[config.mk]
export PLATFORM = sky130hd
export DESIGN_NAME = sar_adc_control_regs
export DESIGN_NICKNAME = d
export VERILOG_FILES = /design/src/include/adc_ctl_pkg.sv /design/src/rtl/conv_timer.sv /design/src/rtl/approx_reg.sv /design/src/rtl/sar_adc_control_regs.sv
export SDC_FILE = /design/constraint.sdc
export NUM_CORES = 1
export LEC_CHECK = 0
export ABC_CLOCK_PERIOD_IN_PS = 12300
export BUFFER_PORTS_ARGS = -buffer_cell sky130_fd_sc_hd__buf_2
export CORE_MARGIN = 3
export CORE_UTILIZATION = 25
export DETAILED_ROUTE_END_ITERATION = 10
export PLACE_DENSITY_LB_ADDON = 0.05
export SETUP_SLACK_MARGIN = 0.02
export SYNTH_ARGS = -nofsm -noshare
export SYNTH_HDL_FRONTEND = slang
export SYNTH_SLANG_ARGS = --single-unit
export TNS_END_PERCENT = 30
[constraint.sdc]
create_clock -name clk -period 12.3 [get_ports clk]
set_input_delay 2.46 -clock clk [delete_from_list [all_inputs] [get_ports clk]]
set_output_delay 2.46 -clock clk [all_outputs]
set_load 0.02 [all_outputs]
[src/include/adc_ctl_pkg.sv]
/*
 * Shared constants of the converter control block: register addresses,
 * field positions, reset values and the conversion timing table.
 * Assumes byte addresses on the internal peripheral bus and that the
 * converter runs on the peripheral clock.
 */
package adc_ctl_pkg;

	// ************************************************************
	// Register addresses
	// ************************************************************
	localparam logic [15:0] ADDR_RES_LO = 16'hff18;
	localparam logic [15:0] ADDR_RES_HI = 16'hff19;
	localparam logic [15:0] ADDR_RES_SHORT = 16'hff1a;
	localparam logic [15:0] ADDR_MODE = 16'hff80;
	localparam logic [15:0] ADDR_CHAN = 16'hff81;

	// ************************************************************
	// Fields and reset values
	// ************************************************************
	localparam int MODE_RUN_BIT = 7;
	localparam int MODE_POWER_BIT = 0;
	localparam int MODE_SEL_LSB = 3;
	localparam logic [7:0] MODE_WMASK = 8'hb9;
	localparam logic [7:0] MODE_RESET = 8'h00;
	localparam logic [1:0] CHAN_RESET = 2'h0;
	localparam int RES_W = 10;
	localparam int SHORT_LSB = 2;

	// ************************************************************
	// Timing table, in peripheral clock periods, indexed by selector
	// ************************************************************
	localparam logic [7:0] SAMPLE_LEN [8] = '{
		8'h0c, 8'h18, 8'h30, 8'h58, 8'h18, 8'h30, 8'h60, 8'hb0
	};
	localparam logic [7:0] TOTAL_LEN [8] = '{
		8'h24, 8'h30, 8'h48, 8'h70, 8'h48, 8'h60, 8'h90, 8'he0
	};
	localparam logic [7:0] BIT_SLOTS = 8'h0a;

	typedef enum logic [1:0] {
		ST_IDLE = 2'b00,
		ST_SAMPLE = 2'b01,
		ST_COMPARE = 2'b10
	} seq_state_t;

endpackage

[src/rtl/conv_timer.sv]
/*
 * Conversion timer: counts one conversion and marks the end of sampling,
 * each bit decision slot and the end of the conversion.
 * Assumes start and halt come from the sequencer and are never both high.
 */
module conv_timer (
	input logic clk,
	input logic rstn,
	input logic start,
	input logic halt,
	input logic [2:0] time_sel,
	output logic sample_end,
	output logic bit_step,
	output logic conv_end
);

	logic [7:0] cnt_q;
	logic [7:0] sub_q;
	logic active_q;
	logic [7:0] s_len;
	logic [7:0] t_len;
	logic [7:0] step_len;
	logic cmp_phase;

	// The decision slots end at least one cycle before the total, so that the last
	// decided bit is already in the register when the result is taken.
	assign s_len = adc_ctl_pkg::SAMPLE_LEN[time_sel];
	assign t_len = adc_ctl_pkg::TOTAL_LEN[time_sel];
	assign step_len = (t_len - s_len - 8'h01) / adc_ctl_pkg::BIT_SLOTS;
	assign cmp_phase = active_q && (cnt_q >= s_len);
	assign sample_end = active_q && (cnt_q == s_len - 8'h01);
	assign bit_step = cmp_phase && (sub_q == step_len - 8'h01);
	assign conv_end = active_q && (cnt_q == t_len - 8'h01);

	always_ff @(posedge clk or negedge rstn) begin
		if (!rstn) begin
			cnt_q <= 8'h00;
			active_q <= 1'b0;
		end else if (start) begin
			cnt_q <= 8'h00;
			active_q <= 1'b1;
		end else if (halt) begin
			active_q <= 1'b0;
		end else if (active_q) begin
			cnt_q <= cnt_q + 8'h01;
		end
	end

	always_ff @(posedge clk or negedge rstn) begin
		if (!rstn) begin
			sub_q <= 8'h00;
		end else if (start || sample_end || bit_step) begin
			sub_q <= 8'h00;
		end else if (cmp_phase) begin
			sub_q <= sub_q + 8'h01;
		end
	end

endmodule // conv_timer

[src/rtl/approx_reg.sv]
/*
 * Successive approximation register: trial bit from the top down, kept or
 * dropped on the comparator decision.
 * Assumes the decision input answers the trial code in the same cycle.
 */
module approx_reg #(
	parameter int W = 10
) (
	input logic clk,
	input logic rstn,
	input logic load,
	input logic step,
	input logic decision,
	output logic [W-1:0] value
);

	logic [W-1:0] mask_q;

	always_ff @(posedge clk or negedge rstn) begin
		if (!rstn) begin
			value <= '0;
			mask_q <= '0;
		end else if (load) begin
			value <= W'(1) << (W - 1);
			mask_q <= W'(1) << (W - 1);
		end else if (step && (mask_q != '0)) begin
			// A low decision drops the trial bit; the next one is tried.
			value <= (decision ? value : (value & ~mask_q)) | (mask_q >> 1);
			mask_q <= mask_q >> 1;
		end
	end

endmodule // approx_reg

[src/rtl/sar_adc_control_regs.sv]
/*
 * Control and result registers of a four-input, 10-bit successive
 * approximation converter, with its conversion sequencer.
 * Assumes a byte-wide peripheral bus with single-bit writes and 16-bit
 * reads, and an analog front end that answers the trial code at once.
 */
// Functional notes
// Mode bit 7 starts conversion when set and halts it when cleared.
// Mode bit 0 powers the comparator on when one.
// Mode bits 5:3 pick sampling and total lengths from the table.
// Total length covers sampling plus comparison up to result delivery.
// Setting run starts conversion even with the comparator off.
// Software waits 1 us after comparator power-on, or drops first result.
// Stop, comparator-only wait, or converting whatever the power bit says.
// Software picks a sampling length meeting the supply minimum.
// Software keeps total time above the minimum and below 100 us.
// Software waits two machine cycles after other mode changes before run.
// Software clears run before changing the time selector.
// Mode bits 6, 2 and 1 are written zero and read zero.
// Channel bits 1:0 select analog input 0 to 3.
// Software writes channel bits 7 to 2 as zero.
// Full result is 16 bits, upper six zero, reloaded every conversion.
// Upper byte holds result bits 9:8, lower byte bits 7:0.
// Software reads the full result in one 16-bit access.
// Mode or channel writes may spoil the result; read before writing.
// Short result shows the upper eight result bits, byte read.
// Reset leaves both result registers undefined.
// Mode and channel take bit and byte writes, reset to zero.
// Software adds margin for clock tolerance, up to five percent.
// Conversions repeat back to back until run is cleared.
// Mode or channel write aborts a conversion and restarts if running.
// Clearing run stops conversion at once; partial result undefined.
// Each completion loads both results and pulses the done request.
// Bits resolve from 9 down to 0 within the comparison budget.
// Result reads have no side effects; writes to them are ignored.
module sar_adc_control_regs (
	input logic clk,
	input logic rstn,
	input logic [15:0] bus_addr,
	input logic bus_wr,
	input logic bus_rd,
	input logic bus_bit_op,
	input logic [2:0] bus_bit_sel,
	input logic [7:0] bus_wdata,
	input logic bus_wide,
	output logic [15:0] bus_rdata,
	output logic bus_rvalid,
	input logic comp_decision,
	output logic comparator_on,
	output logic sample_hold,
	output logic [1:0] channel_sel,
	output logic [9:0] dac_code,
	output logic conversion_done_irq
);

	// ************************************************************
	// Register writes
	// ************************************************************
	logic [7:0] mode_q;
	logic [7:0] mode_new;
	logic [7:0] chan_new;
	logic wr_mode;
	logic wr_chan;
	logic kick_q;
	logic run;
	logic power;
	logic [2:0] time_sel;

	assign wr_mode = bus_wr && (bus_addr == adc_ctl_pkg::ADDR_MODE);
	assign wr_chan = bus_wr && (bus_addr == adc_ctl_pkg::ADDR_CHAN);
	assign run = mode_q[adc_ctl_pkg::MODE_RUN_BIT];
	assign power = mode_q[adc_ctl_pkg::MODE_POWER_BIT];
	assign time_sel = mode_q[adc_ctl_pkg::MODE_SEL_LSB +: 3];

	always_comb begin
		mode_new = mode_q;
		chan_new = {6'h00, channel_sel};
		if (bus_bit_op) begin
			mode_new[bus_bit_sel] = bus_wdata[0];
			chan_new[bus_bit_sel] = bus_wdata[0];
		end else begin
			mode_new = bus_wdata;
			chan_new = bus_wdata;
		end
	end

	always_ff @(posedge clk or negedge rstn) begin
		if (!rstn) begin
			mode_q <= adc_ctl_pkg::MODE_RESET;
		end else if (wr_mode) begin
			mode_q <= mode_new & adc_ctl_pkg::MODE_WMASK;
		end
	end

	always_ff @(posedge clk or negedge rstn) begin
		if (!rstn) begin
			channel_sel <= adc_ctl_pkg::CHAN_RESET;
		end else if (wr_chan) begin
			channel_sel <= chan_new[1:0];
		end
	end

	// Any write to either control register restarts the sequencer while run is set, so a
	// result already in flight is thrown away rather than half-updated.
	always_ff @(posedge clk or negedge rstn) begin
		if (!rstn) begin
			kick_q <= 1'b0;
		end else begin
			kick_q <= wr_mode || wr_chan;
		end
	end

	always_ff @(posedge clk or negedge rstn) begin
		if (!rstn) begin
			comparator_on <= 1'b0;
		end else begin
			comparator_on <= run || power;
		end
	end

	// ************************************************************
	// Sequencer
	// ************************************************************
	adc_ctl_pkg::seq_state_t seq_st_q;
	adc_ctl_pkg::seq_state_t seq_st_d;
	logic sample_end;
	logic bit_step;
	logic conv_end;
	logic conv_ok;
	logic launch;

	assign conv_ok = (seq_st_q == adc_ctl_pkg::ST_COMPARE) && conv_end &&
		run && !kick_q;
	assign launch = run && (kick_q || conv_ok);

	always_comb begin
		seq_st_d = seq_st_q;
		if (!run) begin
			seq_st_d = adc_ctl_pkg::ST_IDLE;
		end else if (launch) begin
			seq_st_d = adc_ctl_pkg::ST_SAMPLE;
		end else begin
			unique case (seq_st_q)
				adc_ctl_pkg::ST_IDLE: begin
					seq_st_d = adc_ctl_pkg::ST_IDLE;
				end
				adc_ctl_pkg::ST_SAMPLE: begin
					if (sample_end) begin
						seq_st_d = adc_ctl_pkg::ST_COMPARE;
					end
				end
				adc_ctl_pkg::ST_COMPARE: begin
					seq_st_d = adc_ctl_pkg::ST_COMPARE;
				end
				default: begin
					seq_st_d = adc_ctl_pkg::ST_IDLE;
				end
			endcase
		end
	end

	always_ff @(posedge clk or negedge rstn) begin
		if (!rstn) begin
			seq_st_q <= adc_ctl_pkg::ST_IDLE;
			sample_hold <= 1'b0;
		end else begin
			seq_st_q <= seq_st_d;
			sample_hold <= (seq_st_d == adc_ctl_pkg::ST_SAMPLE);
		end
	end

	conv_timer u_timer (
		.clk(clk),
		.rstn(rstn),
		.start(launch),
		.halt(seq_st_d == adc_ctl_pkg::ST_IDLE),
		.time_sel(time_sel),
		.sample_end(sample_end),
		.bit_step(bit_step),
		.conv_end(conv_end)
	);

	approx_reg #(
		.W(adc_ctl_pkg::RES_W)
	) u_approx (
		.clk(clk),
		.rstn(rstn),
		.load((seq_st_q == adc_ctl_pkg::ST_SAMPLE) && (seq_st_d ==
			adc_ctl_pkg::ST_COMPARE)),
		.step((seq_st_q == adc_ctl_pkg::ST_COMPARE) && bit_step),
		.decision(comp_decision),
		.value(dac_code)
	);

	// ************************************************************
	// Results and read path
	// ************************************************************
	logic [9:0] res_q;
	logic [7:0] short_res;

	assign short_res = res_q[adc_ctl_pkg::SHORT_LSB +: 8];

	// Left without reset on purpose: the value is meaningless until the
	// first conversion ends, and software must not rely on it before then.
	always_ff @(posedge clk) begin
		if (conv_ok) begin
			res_q <= dac_code;
		end
	end

	always_ff @(posedge clk or negedge rstn) begin
		if (!rstn) begin
			conversion_done_irq <= 1'b0;
		end else begin
			conversion_done_irq <= conv_ok;
		end
	end

	always_ff @(posedge clk or negedge rstn) begin
		if (!rstn) begin
			bus_rdata <= 16'h0000;
			bus_rvalid <= 1'b0;
		end else begin
			bus_rvalid <= bus_rd;
			if (bus_rd) begin
				unique case (bus_addr)
					adc_ctl_pkg::ADDR_RES_LO: begin
						bus_rdata <= bus_wide ? {6'h00, res_q} :
							{8'h00, res_q[7:0]};
					end
					adc_ctl_pkg::ADDR_RES_HI: begin
						bus_rdata <= {14'h0000, res_q[9:8]};
					end
					adc_ctl_pkg::ADDR_RES_SHORT: begin
						bus_rdata <= {8'h00, short_res};
					end
					adc_ctl_pkg::ADDR_MODE: begin
						bus_rdata <= {8'h00, mode_q};
					end
					adc_ctl_pkg::ADDR_CHAN: begin
						bus_rdata <= {14'h0000, channel_sel};
					end
					default: begin
						bus_rdata <= 16'h0000;
					end
				endcase
			end
		end
	end

	// ************************************************************
	// Checks
	// ************************************************************
	logic [7:0] samp_q;
	logic [7:0] cyc_q;
	logic [7:0] cur_s;
	logic [7:0] cur_t;
	logic [1:0] wdata_lo;

	assign cur_s = adc_ctl_pkg::SAMPLE_LEN[time_sel];
	assign cur_t = adc_ctl_pkg::TOTAL_LEN[time_sel];
	assign wdata_lo = bus_wdata[1:0];

	always_ff @(posedge clk or negedge rstn) begin
		if (!rstn) begin
			samp_q <= 8'h00;
			cyc_q <= 8'h00;
		end else begin
			if (launch || seq_st_q != adc_ctl_pkg::ST_SAMPLE) begin
				samp_q <= 8'h00;
			end else begin
				samp_q <= samp_q + 8'h01;
			end
			if (launch || seq_st_q == adc_ctl_pkg::ST_IDLE) begin
				cyc_q <= 8'h00;
			end else begin
				cyc_q <= cyc_q + 8'h01;
			end
		end
	end
endmodule // sar_adc_control_regs

==> summary.txt, run 1 <==
1st-iter DRT viols: 259
pre-CTS setup slack: 5.266 ns
Slew headroom: 35.06%
hold buffer count at cts: 0
Mapped Avg Cell Area: 9.023 µm²
critical path required time: 12.50 ns
Unique masters post-synth: 76
FMAX: 0.1415 GHz
Buffers on Ports: 57
VDD IR-drop max: 69.89 µV
total number of vias: 3967
Worst-path clk slew: 0.06 ns
fin crit share: 57.44%
maxcap violations: 0
initial core utilization: 25.77%
multi-input logic area: 2572 µm²
Residual DRC: 0
#FFs+latches synth: 71
Via density: 5.003
clock root buffer: clkbuf_16
initial antenna violation count: 0
layout cells sized above 1: 17.91%
ys flop type: dfrtp_1
die height: 143.0 µm
die width: 143.0 µm
total number of yosys warnings: 0
skew final: 0.005338 ns
minimum clock period: 7.065 ns
FF+latch area: 1827 µm²
DRT Pass-1 Iters: 5
Critical Path Fanout Max: 23
largest net degree at the start of global routing: 62
total track usage: 12.74%
Die ar.: 20450 µm²
Clock Sinks: 71
GP Congestion: 0.7885
EDFF count, synth: 10
# setup viols final: 0
unrepaired setup endpoints after global routing: no
htree depth: 3
Worst-Skew Late Latency: 0.34 ns
critical path's top delay family: compound AO/OA/AOI/OAI gates
Final HPWL DP: 9150 µm
CP Launch Type: register
register area share after synthesis: 38.93%
DRT antenna net count: 0
synth-to-layout area growth: 15.84%
fin nets: 611
Post-Syn Instances: 520
slowest cell delay on critical path: 0.90 ns
critical path arrival: 7.26 ns
CP bufs+invs: 2
DR WL/cell: 16.13 µm
leakage power: 2.483 nW
Cell Pwr Density: 102.2 nW/µm²
core area: 18210 µm²
grt total ovfl: 0
cell row count: 49
CP endpoint kind: register
CTS Buf Count: 9
Mapped Area: 4692 µm²
CP max-delay cell: dfrtp_1
most frequent cells in the layout: nand2_1, dfrtp_1, buf_2, nor2_1
TritonCTS clock tree: yes
outcome: completed
Final Hold Viols: 0
setup TNS: 0 ns
post-synthesis async set-or-reset flop share: 85.92%
Slew Viols, Final: 0
Fillers: 1919
Top Ports: 66
final wirelength: 12790 µm
Min-Delay Path Class: register to register
Setup Buffers After CTS: 0
Post-CTS Resized: 0
ant diodes: 0
Hold Slack: 0.4871 ns
Setup WS post-layout: 5.235 ns
actual slew at the worst max-slew pin: 0.9666 ns
vias in the first global route: 3818
Max clock buf depth: 2
first-pass GRT wire length: 20750 µm
kind of critical path: register to register
power by group:
group          total (mW)  internal, mW  switching [mW]
Sequential          0.239         0.238        0.000301
Clock               0.298         0.197           0.102
Combinational      0.0188       0.00598          0.0128
Total               0.556         0.441           0.115
per-layer routing:
layer	up-vias	part of all wire [%]	GRT usage [%]
li1	1966	-	-
met1	1899	50	18.22
met2	89	45	19.26
met3	13	4.3	2.981
met4	0	1.2	3.552
met5	-	0	0
kinds of logic (layout without fill, tap and decap cells):
logic type / after synthesis / after routing / synth area share, %
AO/OA/AOI/OAI: 123 / 123 / 19.33
XOR/XNOR: 25 / 25 / 4.667
adder cells (fa/ha/maj): 19 / 19 / 5.013
buffers and inverters: 65 / 104 / 6.640
flip-flops: 71 / 71 / 38.93
multiplexers: 10 / 10 / 2.293
other: 1 / 6 / 0.07992
AND/OR/NAND/NOR: 206 / 206 / 23.04
area by class of cell:
cell class                 count  share of cell area [%]
clock inverter                 7                   2.049
multi-input combinational    389                   47.33
tap                          229                   5.272
sequential                    71                   33.61
timing repair buffer          60                   5.663
clock buffer                   9                   4.144
inverter                      28                   1.934
cell usage after synthesis (all sizes together), types with 5 or more instances:
cell | count | area share [%]
a41o | 9 | 1.9
and2 | 6 | 0.80
clkbuf | 16 | 1.3
edfxtp | 10 | 6.4
nor2b | 11 | 1.5
xor2 | 15 | 2.8
o21ai | 22 | 2.3
nor2 | 37 | 3.3
nand4 | 25 | 3.3
nand3b | 6 | 1.2
a31oi | 5 | 0.67
ha | 18 | 4.8
a21oi | 23 | 2.6
nor3 | 11 | 1.2
or2 | 5 | 0.67
and3 | 6 | 0.80
mux2i | 7 | 1.5
nand2b | 10 | 1.3
o22ai | 12 | 1.6
a222oi | 5 | 1.1
buf | 21 | 3.1
nor4 | 7 | 0.93
nand3 | 8 | 0.85
nand2 | 61 | 4.9
inv | 27 | 2.2
o21a | 7 | 1.1
dfrtp | 61 | 33
xnor2 | 10 | 1.9
or3 | 5 | 0.67
sequential cells by signal, summed over array words and instances, names as in the netlist, 2 cells and up:
register	flops
bus_rdata	10
channel_sel	2
mode_q	5
res_q	10
seq_st_q	2
u_approx.mask_q	10
u_approx.value	10
u_timer.cnt_q	8
u_timer.sub_q	8
through the flow:
stage,area (µm²),total power [mW],cells,utilization [%]
4_1_cts,5435,0.5673,793,29.85
3_3_place_gp,5099,0.2624,777,28.00
5_1_grt,5435,0.5783,793,29.85
2_1_floorplan,4711,0.2509,525,-
3_5_place_dp,5099,0.2624,777,28.00
6_report,5435,0.5557,793,29.85
path summary, 6_finish.rpt:
path / cells past startpoint / startpoint / slack, ns / to
worst min register to register: 0 / u_approx.value[9] / 0.49 / res_q[9]
worst max-delay path: 25 / mode_q[4] / 5.23 / u_approx.mask_q[7]
max in group asynchronous: 2 / rstn / 9.43 / u_timer.cnt_q[7]
worst max register to register: 25 / mode_q[4] / 5.23 / u_approx.mask_q[7]
worst min-delay path: 0 / u_approx.value[9] / 0.49 / res_q[9]
min in group asynchronous: 2 / rstn / 2.30 / mode_q[5]
(Power assumes the default switching activity.)
==> inputs of run 2 (changes only) <==
ABC_CLOCK_PERIOD_IN_PS = 7200   (was 12300)
clock period = 7.2 ns   (was 12.3 ns; I/O delays follow)
==> run 2 against run 1 <==
  * Sequential power is 71% higher
  * Count of clock-buffer cells in the layout stayed put
  * Core utilization grew 0.17 points
  * Die area is the same
  * Maximum frequency grew 13%
  * Largest power group unchanged
  * Critical endpoint is now u_approx.value[9]
  * Total power is 67% higher
  * Setup slack got worse by 4.3 ns
  * Combinational power up 71%
==> summary.txt, run 2 (synthesis gave the netlist of run 1 again) <==
critical path arrival: 6.44 ns
CP dominant cell by count: nand2_1
critical path required time: 7.39 ns
DP Area: 5144 µm²
die height: 143.0 µm
outcome: completed
Fillers: 1931
htree depth: 3
Critical Path Fanout Max: 14
fin nets: 617
hold buffer count at cts: 0
largest net degree at the start of global routing: 62
reg2reg setup slack: 0.96 ns
cell row count: 49
Critical R2R Launch: mode_q[5]
most frequent cells in the layout: nand2_1, dfrtp_1, buf_2, nor2_1
Max clock buf depth: 2
minimum clock period: 6.242 ns
TritonCTS clock tree: yes
Final Hold Viols: 0
fin crit share: 86.69%
unrepaired setup endpoints after global routing: no
grt total ovfl: 0
R2R depth: 26
Hold Slack: 0.4789 ns
final wirelength: 12930 µm
slowest cell delay on critical path: 0.79 ns
design area: 5466 µm²
DR WL/cell: 16.18 µm
layout cells sized above 1: 19.12%
total track usage: 12.84%
Setup Buffers After CTS: 0
# setup viols final: 0
maxcap violations: 0
initial antenna violation count: 0
Final HPWL DP: 9368 µm
multi-input logic area: 2572 µm²
leakage power: 2.502 nW
synth-to-layout area growth: 16.51%
actual slew at the worst max-slew pin: 0.9236 ns
Worst-path clk slew: 0.06 ns
kind of critical path: register to register
ant diodes: 0
first-pass GRT wire length: 20780 µm
initial core utilization: 25.77%
skew final: 0.005159 ns
Worst-Skew Late Latency: 0.35 ns
DRT antenna net count: 0
Slew headroom: 38.43%
Die ar.: 20450 µm²
vias in the first global route: 3896
Slew Viols, Final: 0
Cell Pwr Density: 169.8 nW/µm²
VDD IR-drop max: 108.5 µV
FF+latch area: 1827 µm²
Post-CTS Resized: 0
die width: 143.0 µm
Buffers on Ports: 57
GP Congestion: 0.7853
Via density: 5.003
CP Launch Type: register
core area: 18210 µm²
DRT Pass-1 Iters: 5
Min-Delay Path Class: register to register
Residual DRC: 0
1st-iter DRT viols: 291
Final Util: 30.02%
total number of vias: 3997
crit path to: u_approx.value[9]
CP endpoint kind: register
reg2reg end: u_approx.value[9]
setup TNS: 0 ns
FMAX: 0.1602 GHz
CP max-delay cell: dfrtp_1
Top Ports: 66
Clock Sinks: 71
CTS Buf Count: 9
clock root buffer: clkbuf_16
Critical path origin: mode_q[5]
==> run 2: cell count changes in the layout (fill, tap and decap cells not counted), sizes merged <==
cell | before | now
clkinv | 5 | 4
bufinv | 3 | 2
clkinvlp | 0 | 2
buf | 60 | 66
==> run 2: area by class of cell <==
class,count,area share (%)
Sequential cell,71,33.42
Tap cell,229,5.241
Clock inverter,7,1.785
Inverter,28,1.923
Multi-Input combinational cell,389,47.06
Timing Repair Buffer,66,6.455
Clock buffer,9,4.120
==> run 2: per-layer routing <==
metal	GRT usage [%]	up-vias	part of all wire, %
li1	-	1969	-
met1	17.93	1948	49
met3	3.483	12	4.6
met4	3.302	0	1.2
met2	19.73	68	45
met5	0	-	0
==> run 2: how the worst min path moves through the flow <==
stage / startpoint / end / slack, ns / depth (start not counted)
3_3_place_gp: u_approx.value[8] / res_q[8] / 0.47 / 0
3_5_place_dp: u_approx.value[9] / res_q[9] / 0.47 / 0
4_1_cts: u_approx.value[9] / res_q[9] / 0.48 / 0
2_1_floorplan: mode_q[0] / comparator_on / 0.46 / 1
6_report: u_approx.value[9] / res_q[9] / 0.48 / 0
5_1_grt: u_approx.value[8] / res_q[8] / 0.51 / 0
==> run 2: per-stage QoR <==
step / power [mW] / setup slack [ns] / std cells
final: 0.9282 / 0.9582 / 799
after global routing: 0.9625 / 0.4845 / 799
after CTS: 0.9430 / 0.9266 / 799
after detailed placement: 0.4482 / 0.9726 / 783
after global placement: 0.4480 / 0.9968 / 783
after floorplan: 0.4286 / 1.541 / 525
==> run 2: power by group <==
part           switching [mW]  leakage, nW  total, mW  internal (mW)
Sequential           0.000475        0.915      0.408          0.407
Combinational          0.0219         1.44     0.0321         0.0102
Clock                   0.185        0.152      0.489          0.304
==> run 2: critical path, delay by kind of cell, from the launching register on <==
| kind | cells | cell delay [ns] |
|---|---|---|
| muxes | 1 | 0.19 |
| AOI/OAI and AO/OA | 10 | 2.20 |
| adders and majority gates | 3 | 1.09 |
| buffers and inverters | 3 | 0.42 |
| and+or+nand+nor | 9 | 1.39 |
| DFF | 1 | 0.79 |
==> inputs of run 3 (changes only) <==
ABC_AREA = 1   (was not set)
CORE_ASPECT_RATIO = 1.75   (was not set)
==> run 3 against run 2 <==
  * Clock power shrank 17%
  * Cell count grew 13%
  * Sequential share of layout area grew 0.66 points
  * Routed wire length is 1.4% lower
  * Largest cell class unchanged
  * Register-to-register slack better by 1.1 ns
==> summary.txt, run 3 <==
clock root buffer: clkbuf_16
CP Launch Type: register
Die ar.: 20070 µm²
Hold Crit Depth: 2
core area: 17780 µm²
Fillers: 1995
design area: 5361 µm²
critical path required time: 7.42 ns
Post-CTS Resized: 0
Max clock buf depth: 2
Mapped Area: 4586 µm²
Buffers on Ports: 57
unrepaired setup endpoints after global routing: no
DRT Pass-1 Iters: 4
#FFs+latches synth: 71
Synth Area in Compound Gates: 8.950%
largest net degree at the start of global routing: 62
Cell Pwr Density: 158.0 nW/µm²
fin crit share: 71.73%
die height: 185.2 µm
skew final: 0.006164 ns
Slew Viols, Final: 0
Setup Buffers After CTS: 0
initial core utilization: 25.80%
Setup WS post-layout: 2.036 ns
Synth Area in XOR/XNOR: 3.383%
most frequent cell after synthesis: nand2_1
vias in the first global route: 4216
DP Area: 5095 µm²
post-synthesis async set-or-reset flop share: 85.92%
die width: 108.4 µm
R2R depth: 34
first-pass GRT wire length: 20980 µm
CP dominant cell by count: nand2_1
ys flop type: dfrtp_1
EDFF count, synth: 10
Worst-path clk slew: 0.06 ns
cell row count: 64
# setup viols final: 0
global route hottest layer: met2
Final Hold Viols: 0
register area share after synthesis: 39.84%
Unique masters post-synth: 47
Via density: 4.492
total number of vias: 4043
grt total ovfl: 0
critical path arrival: 5.38 ns
slowest cell delay on critical path: 0.74 ns
VDD IR-drop max: 91.85 µV
Synth top area share: 33.29%
TritonCTS clock tree: yes
maxcap violations: 0
most frequent cells in the layout: nand2_1, inv_1, dfrtp_1, buf_2, nor2_1
htree depth: 3
Hold Slack: 0.4841 ns
largest family of logic cells by synthesized area: simple AND/OR/NAND/NOR gates
multi-input logic area: 2322 µm²
CP max-delay cell: nand4_1
post-synthesis mux area share: 0.4638%
simple-gate portion of the synthesized area: 32.44%
Critical Path Fanout Max: 20
met1 Use GR: 14.50%
synth-to-layout area growth: 16.92%
layout cells sized above 1: 17.49%
FMAX: 0.1936 GHz
total track usage: 13.53%
1st-iter DRT viols: 125
kind of critical path: register to register
ant diodes: 0
hold buffer count at cts: 0
final wirelength: 12750 µm
Slew headroom: 33.22%
adder-cell share of the synthesized area: 4.911%
initial antenna violation count: 0
Min-Delay Path Class: register to register
fin nets: 716
minimum clock period: 5.164 ns
pre-CTS setup slack: 1.916 ns
CTS Buf Count: 9
Worst-Skew Late Latency: 0.34 ns
leakage power: 2.548 nW
FF+latch area: 1827 µm²
met3 global-route usage: 1.849%
Top Ports: 66
Residual DRC: 0
Mapped Avg Cell Area: 7.567 µm²
DRT antenna net count: 0
Final HPWL DP: 9921 µm
total number of yosys warnings: 0
Post-Syn Instances: 606
Clock Sinks: 71
actual slew at the worst max-slew pin: 0.9987 ns
outcome: completed
CP endpoint kind: register
grt met2 use: 26.47%
most common cell after layout, fill and taps aside: nand2_1
largest area contributor in the netlist: dfrtp_1
DR WL/cell: 14.17 µm
dominant cells by area after synthesis: dfrtp_1, nand2_1, inv_1
GP Congestion: 0.7897
setup TNS: 0 ns
Post-synth top cells: nand2_1, inv_1, dfrtp_1
==> run 3: cell types whose count changed after synthesis, moves of 9 or more <==
cell,previous run,this run
nand2b_1,10,0
nand2_1,61,152
o21ai_0,12,26
o22ai_1,12,2
nor2b_1,10,0
nand2_2,0,15
a41o_1,9,0
inv_1,25,87
nor2_1,30,53
nand4_1,25,15
nand3_1,8,48
==> run 3: final cells by class <==
cell class | count | area share, %
Sequential cell | 71 | 34.07
Timing Repair Buffer | 59 | 5.601
Clock inverter | 5 | 0.6301
Multi-Input combinational cell | 428 | 43.31
Tap cell | 231 | 5.391
Clock buffer | 11 | 4.341
Inverter | 95 | 6.651
==> run 3: worst paths after layout <==
check | slack, ns | from | endpoint
max reg2reg | 2.04 | mode_q[5] | u_approx.value[8]
min reg2reg | 0.48 | bus_rdata[1] | bus_rdata[1]
max | 2.04 | mode_q[5] | u_approx.value[8]
max in group asynchronous | 5.34 | rstn | bus_rvalid
min in group asynchronous | 1.30 | rstn | sample_hold
min | 0.48 | bus_rdata[1] | bus_rdata[1]
==> run 3: report_power, final <==
part           leakage, nW  internal (mW)  switching, mW
Clock                0.126          0.233          0.172
Combinational         1.53        0.00986         0.0251
Sequential           0.890          0.406      0.0000941
==> run 3: routing by layer <==
layer  up-vias  share of wire [%]
met5         -                  0
li1       2078                  -
met1      1906                 40
met2        51                 56
met4         0                1.2
met3         8                2.4
==> run 3: cell families after synthesis <==
group,count (synthesis)
AND/OR/NAND/NOR,322
buffers and inverters,112
flip-flops,71
AO/OA/AOI/OAI,64
adder cells (fa/ha/maj),18
XOR/XNOR,16
multiplexers,2
other,1
==> run 3: per-stage QoR <==
stage	cells	total power, mW	utilization (%)
6_report	900	0.8469	30.16
5_1_grt	900	0.8895	30.16
4_1_cts	900	0.8658	30.16
3_5_place_dp	884	0.4495	28.66
3_3_place_gp	884	0.4490	28.66
2_1_floorplan	611	0.4298	-
==> run 3: critical path, delay by kind of cell, from the launching register on <==
family	cells	cell delay, ns
adders and majority gates	3	0.99
buffers and inverters	6	0.48
DFF	1	0.52
and+or+nand+nor	25	3.00
